===== config.mk =====
export PLATFORM = sky130hd
export DESIGN_NAME = lssc_cmd
export DESIGN_NICKNAME = d
export VERILOG_FILES = /design/src/lssc_pkg.sv /design/src/lssc_cmd.sv
export VERILOG_INCLUDE_DIRS = /design/src
export SDC_FILE = /design/constraint.sdc
export NUM_CORES = 1
export LEC_CHECK = 0
export ABC_AREA = 1
export BUFFER_PORTS_ARGS = -buffer_cell sky130_fd_sc_hd__buf_2
export CAP_MARGIN = 20
export CORE_ASPECT_RATIO = 2
export CORE_MARGIN = 5
export CORE_UTILIZATION = 35
export DETAILED_ROUTE_END_ITERATION = 16
export PLACE_DENSITY = 0.61
export SLEW_MARGIN = 20
export SYNTH_ARGS = -nofsm -noshare
export SYNTH_HDL_FRONTEND = slang
export SYNTH_SLANG_ARGS = --single-unit

===== constraint.sdc =====
create_clock -name sys_clk -period 14.1 [get_ports sys_clk]
set_input_delay 0.705 -clock sys_clk [delete_from_list [all_inputs] [get_ports sys_clk]]
set_output_delay 0.705 -clock sys_clk [all_outputs]
set_load 0.005 [all_outputs]

===== src/lssc_params.svh =====
// constants for the laser state set command block
`ifndef LSSC_PARAMS_SVH
`define LSSC_PARAMS_SVH
`define LSSC_CHR_STX 8'h02
`define LSSC_CHR_ETX 8'h03
`define LSSC_CHR_ACK 8'h06
`define LSSC_CHR_NAK 8'h15
`define LSSC_CHR_SPC 8'h20
`define LSSC_CHR_ZERO 8'h30
`define LSSC_CHR_ONE 8'h31
`define LSSC_CHR_TWO 8'h32
`define LSSC_CHR_NINE 8'h39
`define LSSC_CODE_HI 8'h57
`define LSSC_CODE_LO 8'h53
`define LSSC_FRAME_LEN 5'h13
`define LSSC_IDX_CODE_HI 5'h00
`define LSSC_IDX_CODE_LO 5'h01
`define LSSC_IDX_UNIT_T 5'h02
`define LSSC_IDX_UNIT_U 5'h03
`define LSSC_IDX_SCHED 5'h04
`define LSSC_IDX_CNT 5'h08
`define LSSC_IDX_SW 5'h09
`define LSSC_IDX_MON 5'h12
`define LSSC_SW_GUIDE 5'h01
`define LSSC_SW_SPARE_A 5'h02
`define LSSC_SW_SHUT 5'h03
`define LSSC_SW_SPARE_B 5'h07
`define LSSC_SW_SPARE_C 5'h08
`define LSSC_SW_FIELDS 5'h09
`define LSSC_SCHED_MAX 14'h00ff
`define LSSC_WAVE_COUNT 8'h64
`define LSSC_OFF_UNIT 32'h0000_0000
`define LSSC_OFF_STATE 32'h0000_0004
`define LSSC_OFF_SCHED 32'h0000_0008
`define LSSC_OFF_MONINT 32'h0000_000c
`define LSSC_RST_UNIT 7'h00
`define LSSC_RST_MONINT 16'h0064
`define LSSC_RESP_OKAY 2'h0
`define LSSC_RESP_SLVERR 2'h2
`endif


===== src/lssc_pkg.sv =====
// types shared by the laser state set command block
package lssc_pkg;
  typedef enum logic [2:0]
  {
    LSSC_M_PANEL = 3'h0,
    LSSC_M_EXT_PANEL = 3'h1,
    LSSC_M_HOST = 3'h2,
    LSSC_M_MAINT = 3'h3,
    LSSC_M_EXT_HOST = 3'h5
  } lssc_method_t;

  typedef enum logic [5:0]
  {
    LSSC_S_IDLE = 6'h01,
    LSSC_S_COLLECT = 6'h02,
    LSSC_S_EVAL = 6'h04,
    LSSC_S_REPLY0 = 6'h08,
    LSSC_S_REPLY1 = 6'h10,
    LSSC_S_REPLY2 = 6'h20
  } lssc_state_t;

  typedef struct packed {
    logic laserDiodeOn;
    logic guideLightOn;
    logic [3:0] shutterOpen;
    logic monitorReportOn;
  } lssc_switches_t;

  typedef struct packed {
    logic [7:0] scheduleNumber;
    logic [19:0] energyCentiJoule;
    logic [7:0] waveCount;
    logic [12:0] pulseWidthDeciMs;
  } lssc_mon_rec_t;
endpackage : lssc_pkg


===== src/lssc_cmd.sv =====
// settings command interpreter with axi4-lite status and control
`include "lssc_params.svh"
module lssc_cmd
  import lssc_pkg::*;
#(
  parameter int ENERGY_W = 20,
  parameter int WIDTH_W = 13
)
(
  input wire logic sys_clk,
  input wire logic sys_rst,
  input wire logic clkEn,
  input wire logic rxValid,
  input wire logic [7:0] rxData,
  output logic txValid,
  output logic [7:0] txData,
  input wire logic txReady,
  input wire logic keySwitchOn,
  input wire logic extControlOn,
  input wire logic maintModeOn,
  input wire logic laserShot,
  input wire logic [ENERGY_W-1:0] shotEnergy,
  input wire logic [WIDTH_W-1:0] shotWidth,
  output lssc_mon_rec_t monRec,
  output logic monRecValid,
  input wire logic monRecReady,
  output lssc_method_t method,
  output lssc_switches_t switches,
  output logic [7:0] scheduleNumber,
  input wire logic [31:0] s_axi_awaddr,
  input wire logic s_axi_awvalid,
  output logic s_axi_awready,
  input wire logic [31:0] s_axi_wdata,
  input wire logic [3:0] s_axi_wstrb,
  input wire logic s_axi_wvalid,
  output logic s_axi_wready,
  output logic [1:0] s_axi_bresp,
  output logic s_axi_bvalid,
  input wire logic s_axi_bready,
  input wire logic [31:0] s_axi_araddr,
  input wire logic s_axi_arvalid,
  output logic s_axi_arready,
  output logic [31:0] s_axi_rdata,
  output logic [1:0] s_axi_rresp,
  output logic s_axi_rvalid,
  input wire logic s_axi_rready
);

  function automatic logic isDigit(input logic [7:0] c);
    return (c >= `LSSC_CHR_ZERO) && (c <= `LSSC_CHR_NINE);
  endfunction : isDigit

  function automatic logic [13:0] digitVal(input logic [7:0] c);
    return {10'h000, 4'(c - `LSSC_CHR_ZERO)};
  endfunction : digitVal

  // a switch field may hold 0, 1 or space only
  function automatic logic switchOk(input logic [7:0] c);
    return (c == `LSSC_CHR_ZERO) || (c == `LSSC_CHR_ONE) || (c == `LSSC_CHR_SPC);
  endfunction : switchOk

  function automatic logic switchNext(input logic [7:0] c, input logic cur);
    logic r;
    r = cur;
    if (c == `LSSC_CHR_ZERO)
    begin
      r = 1'b0;
    end
    else if (c == `LSSC_CHR_ONE)
    begin
      r = 1'b1;
    end
    return r;
  endfunction : switchNext

  lssc_state_t state_reg;
  logic [7:0] frame_reg [0:18];
  logic [4:0] count_reg;
  logic hostSel_reg;
  logic nak_reg;
  logic [6:0] unit_reg;
  logic [15:0] monInt_reg;
  logic [15:0] monCnt_reg;
  logic awHeld_reg;
  logic wHeld_reg;
  logic [31:0] awAddr_reg;
  logic [31:0] wData_reg;
  logic [3:0] wStrb_reg;

  // frame decode
  logic codeMatch;
  logic unitMatch;
  logic schedBlank;
  logic schedDigits;
  logic [13:0] schedVal;
  logic [7:0] cntChr;
  logic cntOk;
  logic fieldsOk;
  logic cmdOk;
  logic [13:0] unitVal;
  lssc_method_t methodNext;

  always_comb
  begin
    codeMatch = (frame_reg[`LSSC_IDX_CODE_HI] == `LSSC_CODE_HI)
      && (frame_reg[`LSSC_IDX_CODE_LO] == `LSSC_CODE_LO);
    unitVal = digitVal(frame_reg[`LSSC_IDX_UNIT_T]) * 14'h000a
      + digitVal(frame_reg[`LSSC_IDX_UNIT_U]);
    unitMatch = isDigit(frame_reg[`LSSC_IDX_UNIT_T]) && isDigit(frame_reg[`LSSC_IDX_UNIT_U])
      && (unitVal == {7'h00, unit_reg});
    schedBlank = 1'b1;
    schedDigits = 1'b1;
    schedVal = 14'h0000;
    for (int i = 0; i < 4; i++)
    begin
      schedBlank = schedBlank && (frame_reg[`LSSC_IDX_SCHED + 5'(i)] == `LSSC_CHR_SPC);
      schedDigits = schedDigits && isDigit(frame_reg[`LSSC_IDX_SCHED + 5'(i)]);
      schedVal = 14'(schedVal * 14'h000a) + digitVal(frame_reg[`LSSC_IDX_SCHED + 5'(i)]);
    end
    cntChr = frame_reg[`LSSC_IDX_CNT];
    // any method request is refused in maintenance; only 0 or 2 otherwise
    cntOk = (cntChr == `LSSC_CHR_SPC) || (!maintModeOn
      && ((cntChr == `LSSC_CHR_ZERO) || (cntChr == `LSSC_CHR_TWO)));
    fieldsOk = switchOk(frame_reg[`LSSC_IDX_MON]);
    for (int i = 0; i < `LSSC_SW_FIELDS; i++)
    begin
      // spare fields must stay blank or the whole command is refused
      if ((i == `LSSC_SW_SPARE_A) || (i == `LSSC_SW_SPARE_B) || (i == `LSSC_SW_SPARE_C))
      begin
        fieldsOk = fieldsOk && (frame_reg[`LSSC_IDX_SW + 5'(i)] == `LSSC_CHR_SPC);
      end
      else
      begin
        fieldsOk = fieldsOk && switchOk(frame_reg[`LSSC_IDX_SW + 5'(i)]);
      end
    end
    cmdOk = cntOk && fieldsOk && (schedBlank
      || (schedDigits && (schedVal <= `LSSC_SCHED_MAX)));
  end

  // method follows from host choice, external state and maintenance mode only
  always_comb
  begin
    if (maintModeOn)
    begin
      methodNext = LSSC_M_MAINT;
    end
    else if (extControlOn)
    begin
      methodNext = hostSel_reg ? LSSC_M_EXT_HOST : LSSC_M_EXT_PANEL;
    end
    else
    begin
      methodNext = hostSel_reg ? LSSC_M_HOST : LSSC_M_PANEL;
    end
  end

  always_ff @(posedge sys_clk or posedge sys_rst)
  begin
    if (sys_rst)
    begin
      method <= LSSC_M_PANEL;
    end
    else if (clkEn)
    begin
      method <= methodNext;
    end
  end

  // receive and framing
  always_ff @(posedge sys_clk or posedge sys_rst)
  begin
    if (sys_rst)
    begin
      state_reg <= LSSC_S_IDLE;
      count_reg <= 5'h00;
      nak_reg <= 1'b0;
      txValid <= 1'b0;
      txData <= 8'h00;
    end
    else if (clkEn)
    begin
      case (state_reg)
        LSSC_S_IDLE:
        begin
          if (rxValid && (rxData == `LSSC_CHR_STX))
          begin
            state_reg <= LSSC_S_COLLECT;
            count_reg <= 5'h00;
          end
        end
        LSSC_S_COLLECT:
        begin
          if (rxValid)
          begin
            if (rxData == `LSSC_CHR_STX)
            begin
              count_reg <= 5'h00;
            end
            else if (rxData == `LSSC_CHR_ETX)
            begin
              state_reg <= (count_reg == `LSSC_FRAME_LEN) ? LSSC_S_EVAL : LSSC_S_IDLE;
            end
            else if (count_reg == `LSSC_FRAME_LEN)
            begin
              state_reg <= LSSC_S_IDLE;
            end
            else
            begin
              count_reg <= count_reg + 5'h01;
            end
          end
        end
        LSSC_S_EVAL:
        begin
          nak_reg <= !cmdOk;
          // no reply unless host control was in force
          if (codeMatch && unitMatch && (method == LSSC_M_HOST))
          begin
            state_reg <= LSSC_S_REPLY0;
            txValid <= 1'b1;
            txData <= cmdOk ? `LSSC_CHR_ACK : `LSSC_CHR_NAK;
          end
          else
          begin
            state_reg <= LSSC_S_IDLE;
          end
        end
        LSSC_S_REPLY0:
        begin
          if (txReady)
          begin
            state_reg <= LSSC_S_REPLY1;
            txData <= frame_reg[`LSSC_IDX_UNIT_T];
          end
        end
        LSSC_S_REPLY1:
        begin
          if (txReady)
          begin
            state_reg <= LSSC_S_REPLY2;
            txData <= frame_reg[`LSSC_IDX_UNIT_U];
          end
        end
        LSSC_S_REPLY2:
        begin
          if (txReady)
          begin
            state_reg <= LSSC_S_IDLE;
            txValid <= 1'b0;
          end
        end
        default:
        begin
          state_reg <= LSSC_S_IDLE;
        end
      endcase
    end
  end

  // frames arriving during a reply are dropped, no buffering
  always_ff @(posedge sys_clk)
  begin
    if (clkEn && (state_reg == LSSC_S_COLLECT) && rxValid && (count_reg < `LSSC_FRAME_LEN))
    begin
      frame_reg[count_reg] <= rxData;
    end
  end

  // apply settings, all or nothing
  always_ff @(posedge sys_clk or posedge sys_rst)
  begin
    if (sys_rst)
    begin
      hostSel_reg <= 1'b0;
      switches <= '0;
      scheduleNumber <= 8'h00;
    end
    else if (clkEn)
    begin
      if ((state_reg == LSSC_S_EVAL) && codeMatch && unitMatch && cmdOk)
      begin
        if (!schedBlank)
        begin
          scheduleNumber <= schedVal[7:0];
        end
        if (cntChr != `LSSC_CHR_SPC)
        begin
          hostSel_reg <= (cntChr == `LSSC_CHR_TWO);
        end
        switches.laserDiodeOn <= switchNext(frame_reg[`LSSC_IDX_SW], switches.laserDiodeOn);
        switches.guideLightOn <= switchNext(frame_reg[`LSSC_IDX_SW + `LSSC_SW_GUIDE],
          switches.guideLightOn);
        for (int i = 0; i < 4; i++)
        begin
          switches.shutterOpen[i] <= switchNext(frame_reg[`LSSC_IDX_SW + `LSSC_SW_SHUT + 5'(i)],
            switches.shutterOpen[i]);
        end
        // only reset or a 0 in the monitor field clears reporting; method changes leave it
        switches.monitorReportOn <= switchNext(frame_reg[`LSSC_IDX_MON],
          switches.monitorReportOn);
      end
      else if (!keySwitchOn && !extControlOn && !maintModeOn)
      begin
        hostSel_reg <= 1'b0;
      end
    end
  end

  // monitor record after each output, rate limited
  always_ff @(posedge sys_clk or posedge sys_rst)
  begin
    if (sys_rst)
    begin
      monRec <= '0;
      monRecValid <= 1'b0;
      monCnt_reg <= 16'h0000;
    end
    else if (clkEn)
    begin
      if (monCnt_reg != 16'h0000)
      begin
        monCnt_reg <= monCnt_reg - 16'h0001;
      end
      if (monRecValid && monRecReady)
      begin
        monRecValid <= 1'b0;
      end
      else if (laserShot && switches.monitorReportOn && !monRecValid && (monCnt_reg == 16'h0000))
      begin
        monRecValid <= 1'b1;
        monCnt_reg <= monInt_reg;
        monRec.scheduleNumber <= scheduleNumber;
        monRec.energyCentiJoule <= 20'(shotEnergy);
        monRec.waveCount <= `LSSC_WAVE_COUNT;
        monRec.pulseWidthDeciMs <= 13'(shotWidth);
      end
    end
  end

  // axi4-lite write channel
  always_ff @(posedge sys_clk or posedge sys_rst)
  begin
    if (sys_rst)
    begin
      awHeld_reg <= 1'b0;
      wHeld_reg <= 1'b0;
      awAddr_reg <= 32'h0000_0000;
      wData_reg <= 32'h0000_0000;
      wStrb_reg <= 4'h0;
      s_axi_bvalid <= 1'b0;
      s_axi_bresp <= `LSSC_RESP_OKAY;
      unit_reg <= `LSSC_RST_UNIT;
      monInt_reg <= `LSSC_RST_MONINT;
    end
    else if (clkEn)
    begin
      if (s_axi_awvalid && s_axi_awready)
      begin
        awHeld_reg <= 1'b1;
        awAddr_reg <= s_axi_awaddr;
      end
      if (s_axi_wvalid && s_axi_wready)
      begin
        wHeld_reg <= 1'b1;
        wData_reg <= s_axi_wdata;
        wStrb_reg <= s_axi_wstrb;
      end
      if (s_axi_bvalid && s_axi_bready)
      begin
        s_axi_bvalid <= 1'b0;
      end
      else if (awHeld_reg && wHeld_reg && !s_axi_bvalid)
      begin
        awHeld_reg <= 1'b0;
        wHeld_reg <= 1'b0;
        s_axi_bvalid <= 1'b1;
        s_axi_bresp <= `LSSC_RESP_OKAY;
        if (awAddr_reg[7:0] == `LSSC_OFF_UNIT)
        begin
          if (wStrb_reg[0])
          begin
            unit_reg <= wData_reg[6:0];
          end
        end
        else if (awAddr_reg[7:0] == `LSSC_OFF_MONINT)
        begin
          if (wStrb_reg[0])
          begin
            monInt_reg[7:0] <= wData_reg[7:0];
          end
          if (wStrb_reg[1])
          begin
            monInt_reg[15:8] <= wData_reg[15:8];
          end
        end
        else if ((awAddr_reg[7:0] != `LSSC_OFF_STATE) && (awAddr_reg[7:0] != `LSSC_OFF_SCHED))
        begin
          s_axi_bresp <= `LSSC_RESP_SLVERR;
        end
      end
    end
  end

  always_ff @(posedge sys_clk or posedge sys_rst)
  begin
    if (sys_rst)
    begin
      s_axi_awready <= 1'b0;
      s_axi_wready <= 1'b0;
    end
    else if (clkEn)
    begin
      s_axi_awready <= !awHeld_reg && !(s_axi_awvalid && s_axi_awready);
      s_axi_wready <= !wHeld_reg && !(s_axi_wvalid && s_axi_wready);
    end
  end

  // axi4-lite read channel, one cycle latency
  always_ff @(posedge sys_clk or posedge sys_rst)
  begin
    if (sys_rst)
    begin
      s_axi_arready <= 1'b0;
      s_axi_rvalid <= 1'b0;
      s_axi_rdata <= 32'h0000_0000;
      s_axi_rresp <= `LSSC_RESP_OKAY;
    end
    else if (clkEn)
    begin
      s_axi_arready <= !s_axi_rvalid && !(s_axi_arvalid && s_axi_arready);
      if (s_axi_rvalid && s_axi_rready)
      begin
        s_axi_rvalid <= 1'b0;
      end
      else if (s_axi_arvalid && s_axi_arready)
      begin
        s_axi_rvalid <= 1'b1;
        s_axi_rresp <= `LSSC_RESP_OKAY;
        s_axi_rdata <= 32'h0000_0000;
        if (s_axi_araddr[7:0] == `LSSC_OFF_UNIT)
        begin
          s_axi_rdata <= {25'h0000000, unit_reg};
        end
        else if (s_axi_araddr[7:0] == `LSSC_OFF_STATE)
        begin
          s_axi_rdata <= {21'h000000, nak_reg, switches, method};
        end
        else if (s_axi_araddr[7:0] == `LSSC_OFF_SCHED)
        begin
          s_axi_rdata <= {24'h000000, scheduleNumber};
        end
        else if (s_axi_araddr[7:0] == `LSSC_OFF_MONINT)
        begin
          s_axi_rdata <= {16'h0000, monInt_reg};
        end
        else
        begin
          s_axi_rresp <= `LSSC_RESP_SLVERR;
        end
      end
    end
  end
endmodule : lssc_cmd


==> flow_summary.toml <==
[global_routing]
antenna_found_initial = 1
grt_start_max_net_pins = 66
track_usage = 0.163
grt_first_pass_wirelength_um = 66200
grt-ovfl-total = 0
grt_pass1_vias = 12400

[timing]
fin_worst_skew_ps = 23.1
worst_pin_slew_ps = 1010
slew_viol_final = 0
rsz0062_at_grt = "no"
setup_viol = 0
finalCritPeriodShare = 0.464
fmax_mhz = 153
hold_viol = 0
tns_ps = 0
worst_slew_margin_rel = 0.306
period_minus_slack_ps = 6540

[power_and_ir_drop]
power.switching_uw = 685
p_per_area_nw_per_um2 = 130
p_seq_frac = 0.472
p_sw_frac = 0.282
p_leak_uw = 0.00851
peakVddDrop_v = 0.000115
clock_power_share = 0.363
combPwrFrac = 0.165
power.internal_uw = 1750

[place]
placedCellCount = 2404
port_buffers = 184
finalWeightedCongestion = 0.893
dp_hpwl_um = 32400

[clocking]
cts_buffer_depth = 3
postCtsSetupRepairBufs = 0
cts_buffers = 28
clk_latency_ps = 580
cts_tree = "yes"
cts_resized = 0
clk_pin_slew_ps = 70
hold_buffers = 0
cts_root_buffer = "clkbuf_16"
htreeDepth = 1
cts.sinks = 325

[critical_path]
required_ps = 14550
r2r-end = "scheduleNumber[3]$_DFFE_PP0P_"
crit_fanout = 16
startpoint_type = "register"
reg2regPathDepth = 35
reg2reg_from = "frame_reg[4][1]$_DFFE_PP_"
slowest_delay_ps = 530
cp.depth = 35
path_common_cell = "nand2_1"
rrSetupSlack_ps = 7560
cp-end-kind = "register"
cp_slowest_cell = "fa_1"
path_delay_family = "adder cells"
path_class = "register to register"
arrival_ps = 7000
worst-path-buf-inv = 7

[floorplanning]
row_count = 111
die_h_um = 314
start_util = 0.353
fp.coreArea_um2 = 45800
num_io_pins = 274
die_w_um = 162
dieArea_um2 = 50900

[logic_synthesis]
netlist_instances = 1679
synth-seq-area-share = 0.550
synth_ff_type = "dfrtp_1"
yosysMostFrequentCell = "nand2_1"
synth_edf_count = 152
synth.top_cell.area_share = 0.282
synth_top_cell_by_area = "edfxtp_1"
synth_cell_types = 63
avgSynthCellArea_um2 = 9.64
ys_top_cells_by_area = "edfxtp_1, dfrtp_1, nand2_1"
synthArstFlopShare = 0.532
syn_area_um2 = 16200
ys_ff_latch = 325
netlist_top_cells_count = "nand2_1, inv_1, dfrtp_1"
synth_warnings = 0

[final_layout]
largest_register_ffs = 152
drive_gt1_frac = 0.167
nFillCells = 4382
fin_nets = 2092
diodes = 0
area_delta_synth_final_pct = 15.7
instances_no_fill = 2456

[route]
first_iter_violations = 643
drt_wl_total_um = 42600
ant_nets = 0
routedWlPerCell_um = 17.3
vias = 12300
via_per_inst = 5.00
drt-pass1-iter-count = 4
drc = 0

[outcome]
status = "finished, final reports clean"

[job]
drv_cap = 0

[worst_hold_path]
min_path_type = "input pin to async pin"
==> cell type report <==
| type | count | area, µm² | share of cell area |
|---|---|---|---|
| flip-flops and latches | 325 | 8900 | 0.475 |
| multi-input cells | 1100 | 6230 | 0.333 |
| repair buffers | 189 | 958 | 0.0512 |
| clock inverters | 21 | 344 | 0.0184 |
| well taps | 565 | 707 | 0.0378 |
| inverters | 225 | 852 | 0.0455 |
| clock buffers | 31 | 732 | 0.0391 |
==> worst max path at each step <==
stage	startpoint	end	slack (ps)
2_1_floorplan	frame_reg[4][1]$_DFFE_PP_	scheduleNumber[7]$_DFFE_PP0P_	8490
3_3_place_gp	frame_reg[4][1]$_DFFE_PP_	scheduleNumber[4]$_DFFE_PP0P_	7520
3_5_place_dp	frame_reg[4][1]$_DFFE_PP_	scheduleNumber[3]$_DFFE_PP0P_	7500
4_1_cts	frame_reg[4][1]$_DFFE_PP_	scheduleNumber[3]$_DFFE_PP0P_	7470
5_1_grt	frame_reg[4][1]$_DFFE_PP_	scheduleNumber[3]$_DFFE_PP0P_	6960
6_report	frame_reg[4][1]$_DFFE_PP_	scheduleNumber[3]$_DFFE_PP0P_	7560
==> worst register-to-register path, delay by kind of cell, from the launching register on <==
family | cells | cell delay, ps
AOI/OAI and AO/OA | 2 | 330
xor gates and xnor gates | 3 | 690
and+or+nand+nor | 16 | 1810
buffers and inverters | 7 | 700
DFF | 1 | 490
adders and majority gates | 7 | 2400
==> layer usage <==
metal	global-route usage	up-vias	wire (µm)
met2	0.316	377	23100
li1	-	5998	-
met5	0	-	11
met3	0.0193	92	2290
met1	0.170	5808	15000
met4	0.0787	2	2150
==> placed cells by master, fill, tap and decap left out, types with 11 or more instances in the layout <==
cell	instances
nand2_1	314
xor2_1	27
clkbuf_16	28
nor3_1	22
nand4_1	44
nand3_1	78
xnor2_1	16
dfrtp_1	169
inv_1	216
o21ai_0	122
nand3b_1	12
a21oi_1	62
edfxtp_1	152
mux2_2	33
buf_2	184
nor4_1	22
nor2_1	155
conb_1	23
ha_1	59
a31oi_1	11
==> power groups by stage <==
stage	Combinational, µW	Sequential (µW)	Clock [µW]
final	401	1150	883
after global routing	457	1160	943
after CTS	405	1150	905
after detailed placement	401	1160	0
after global placement	392	1160	0
after floorplan	283	1150	0
==> stage by stage <==
step | hold slack, ps | setup WS, ps | util | cell area [µm²] | power [µW]
2_1_floorplan | 440 | 8490 | - | 16300 | 1430
3_3_place_gp | 455 | 7520 | 0.385 | 17600 | 1550
4_1_cts | 231 | 7470 | 0.408 | 18700 | 2460
5_1_grt | 275 | 6960 | 0.409 | 18700 | 2560
3_5_place_dp | 461 | 7500 | 0.385 | 17600 | 1570
6_report | 228 | 7560 | 0.409 | 18700 | 2430
==> logic make-up (layout without fill, tap and decap cells) <==
kind of cell | count (synthesis) | count (layout) | share of synthesized area
flip-flops | 325 | 325 | 0.550
XOR/XNOR | 44 | 44 | 0.0243
AO/OA/AOI/OAI | 238 | 238 | 0.0824
other | 1 | 23 | 0.000232
multiplexers | 33 | 33 | 0.0230
buffers and inverters | 276 | 466 | 0.0710
AND/OR/NAND/NOR | 695 | 695 | 0.194
adder cells (fa/ha/maj) | 67 | 67 | 0.0555
(Power assumes the default switching activity.)
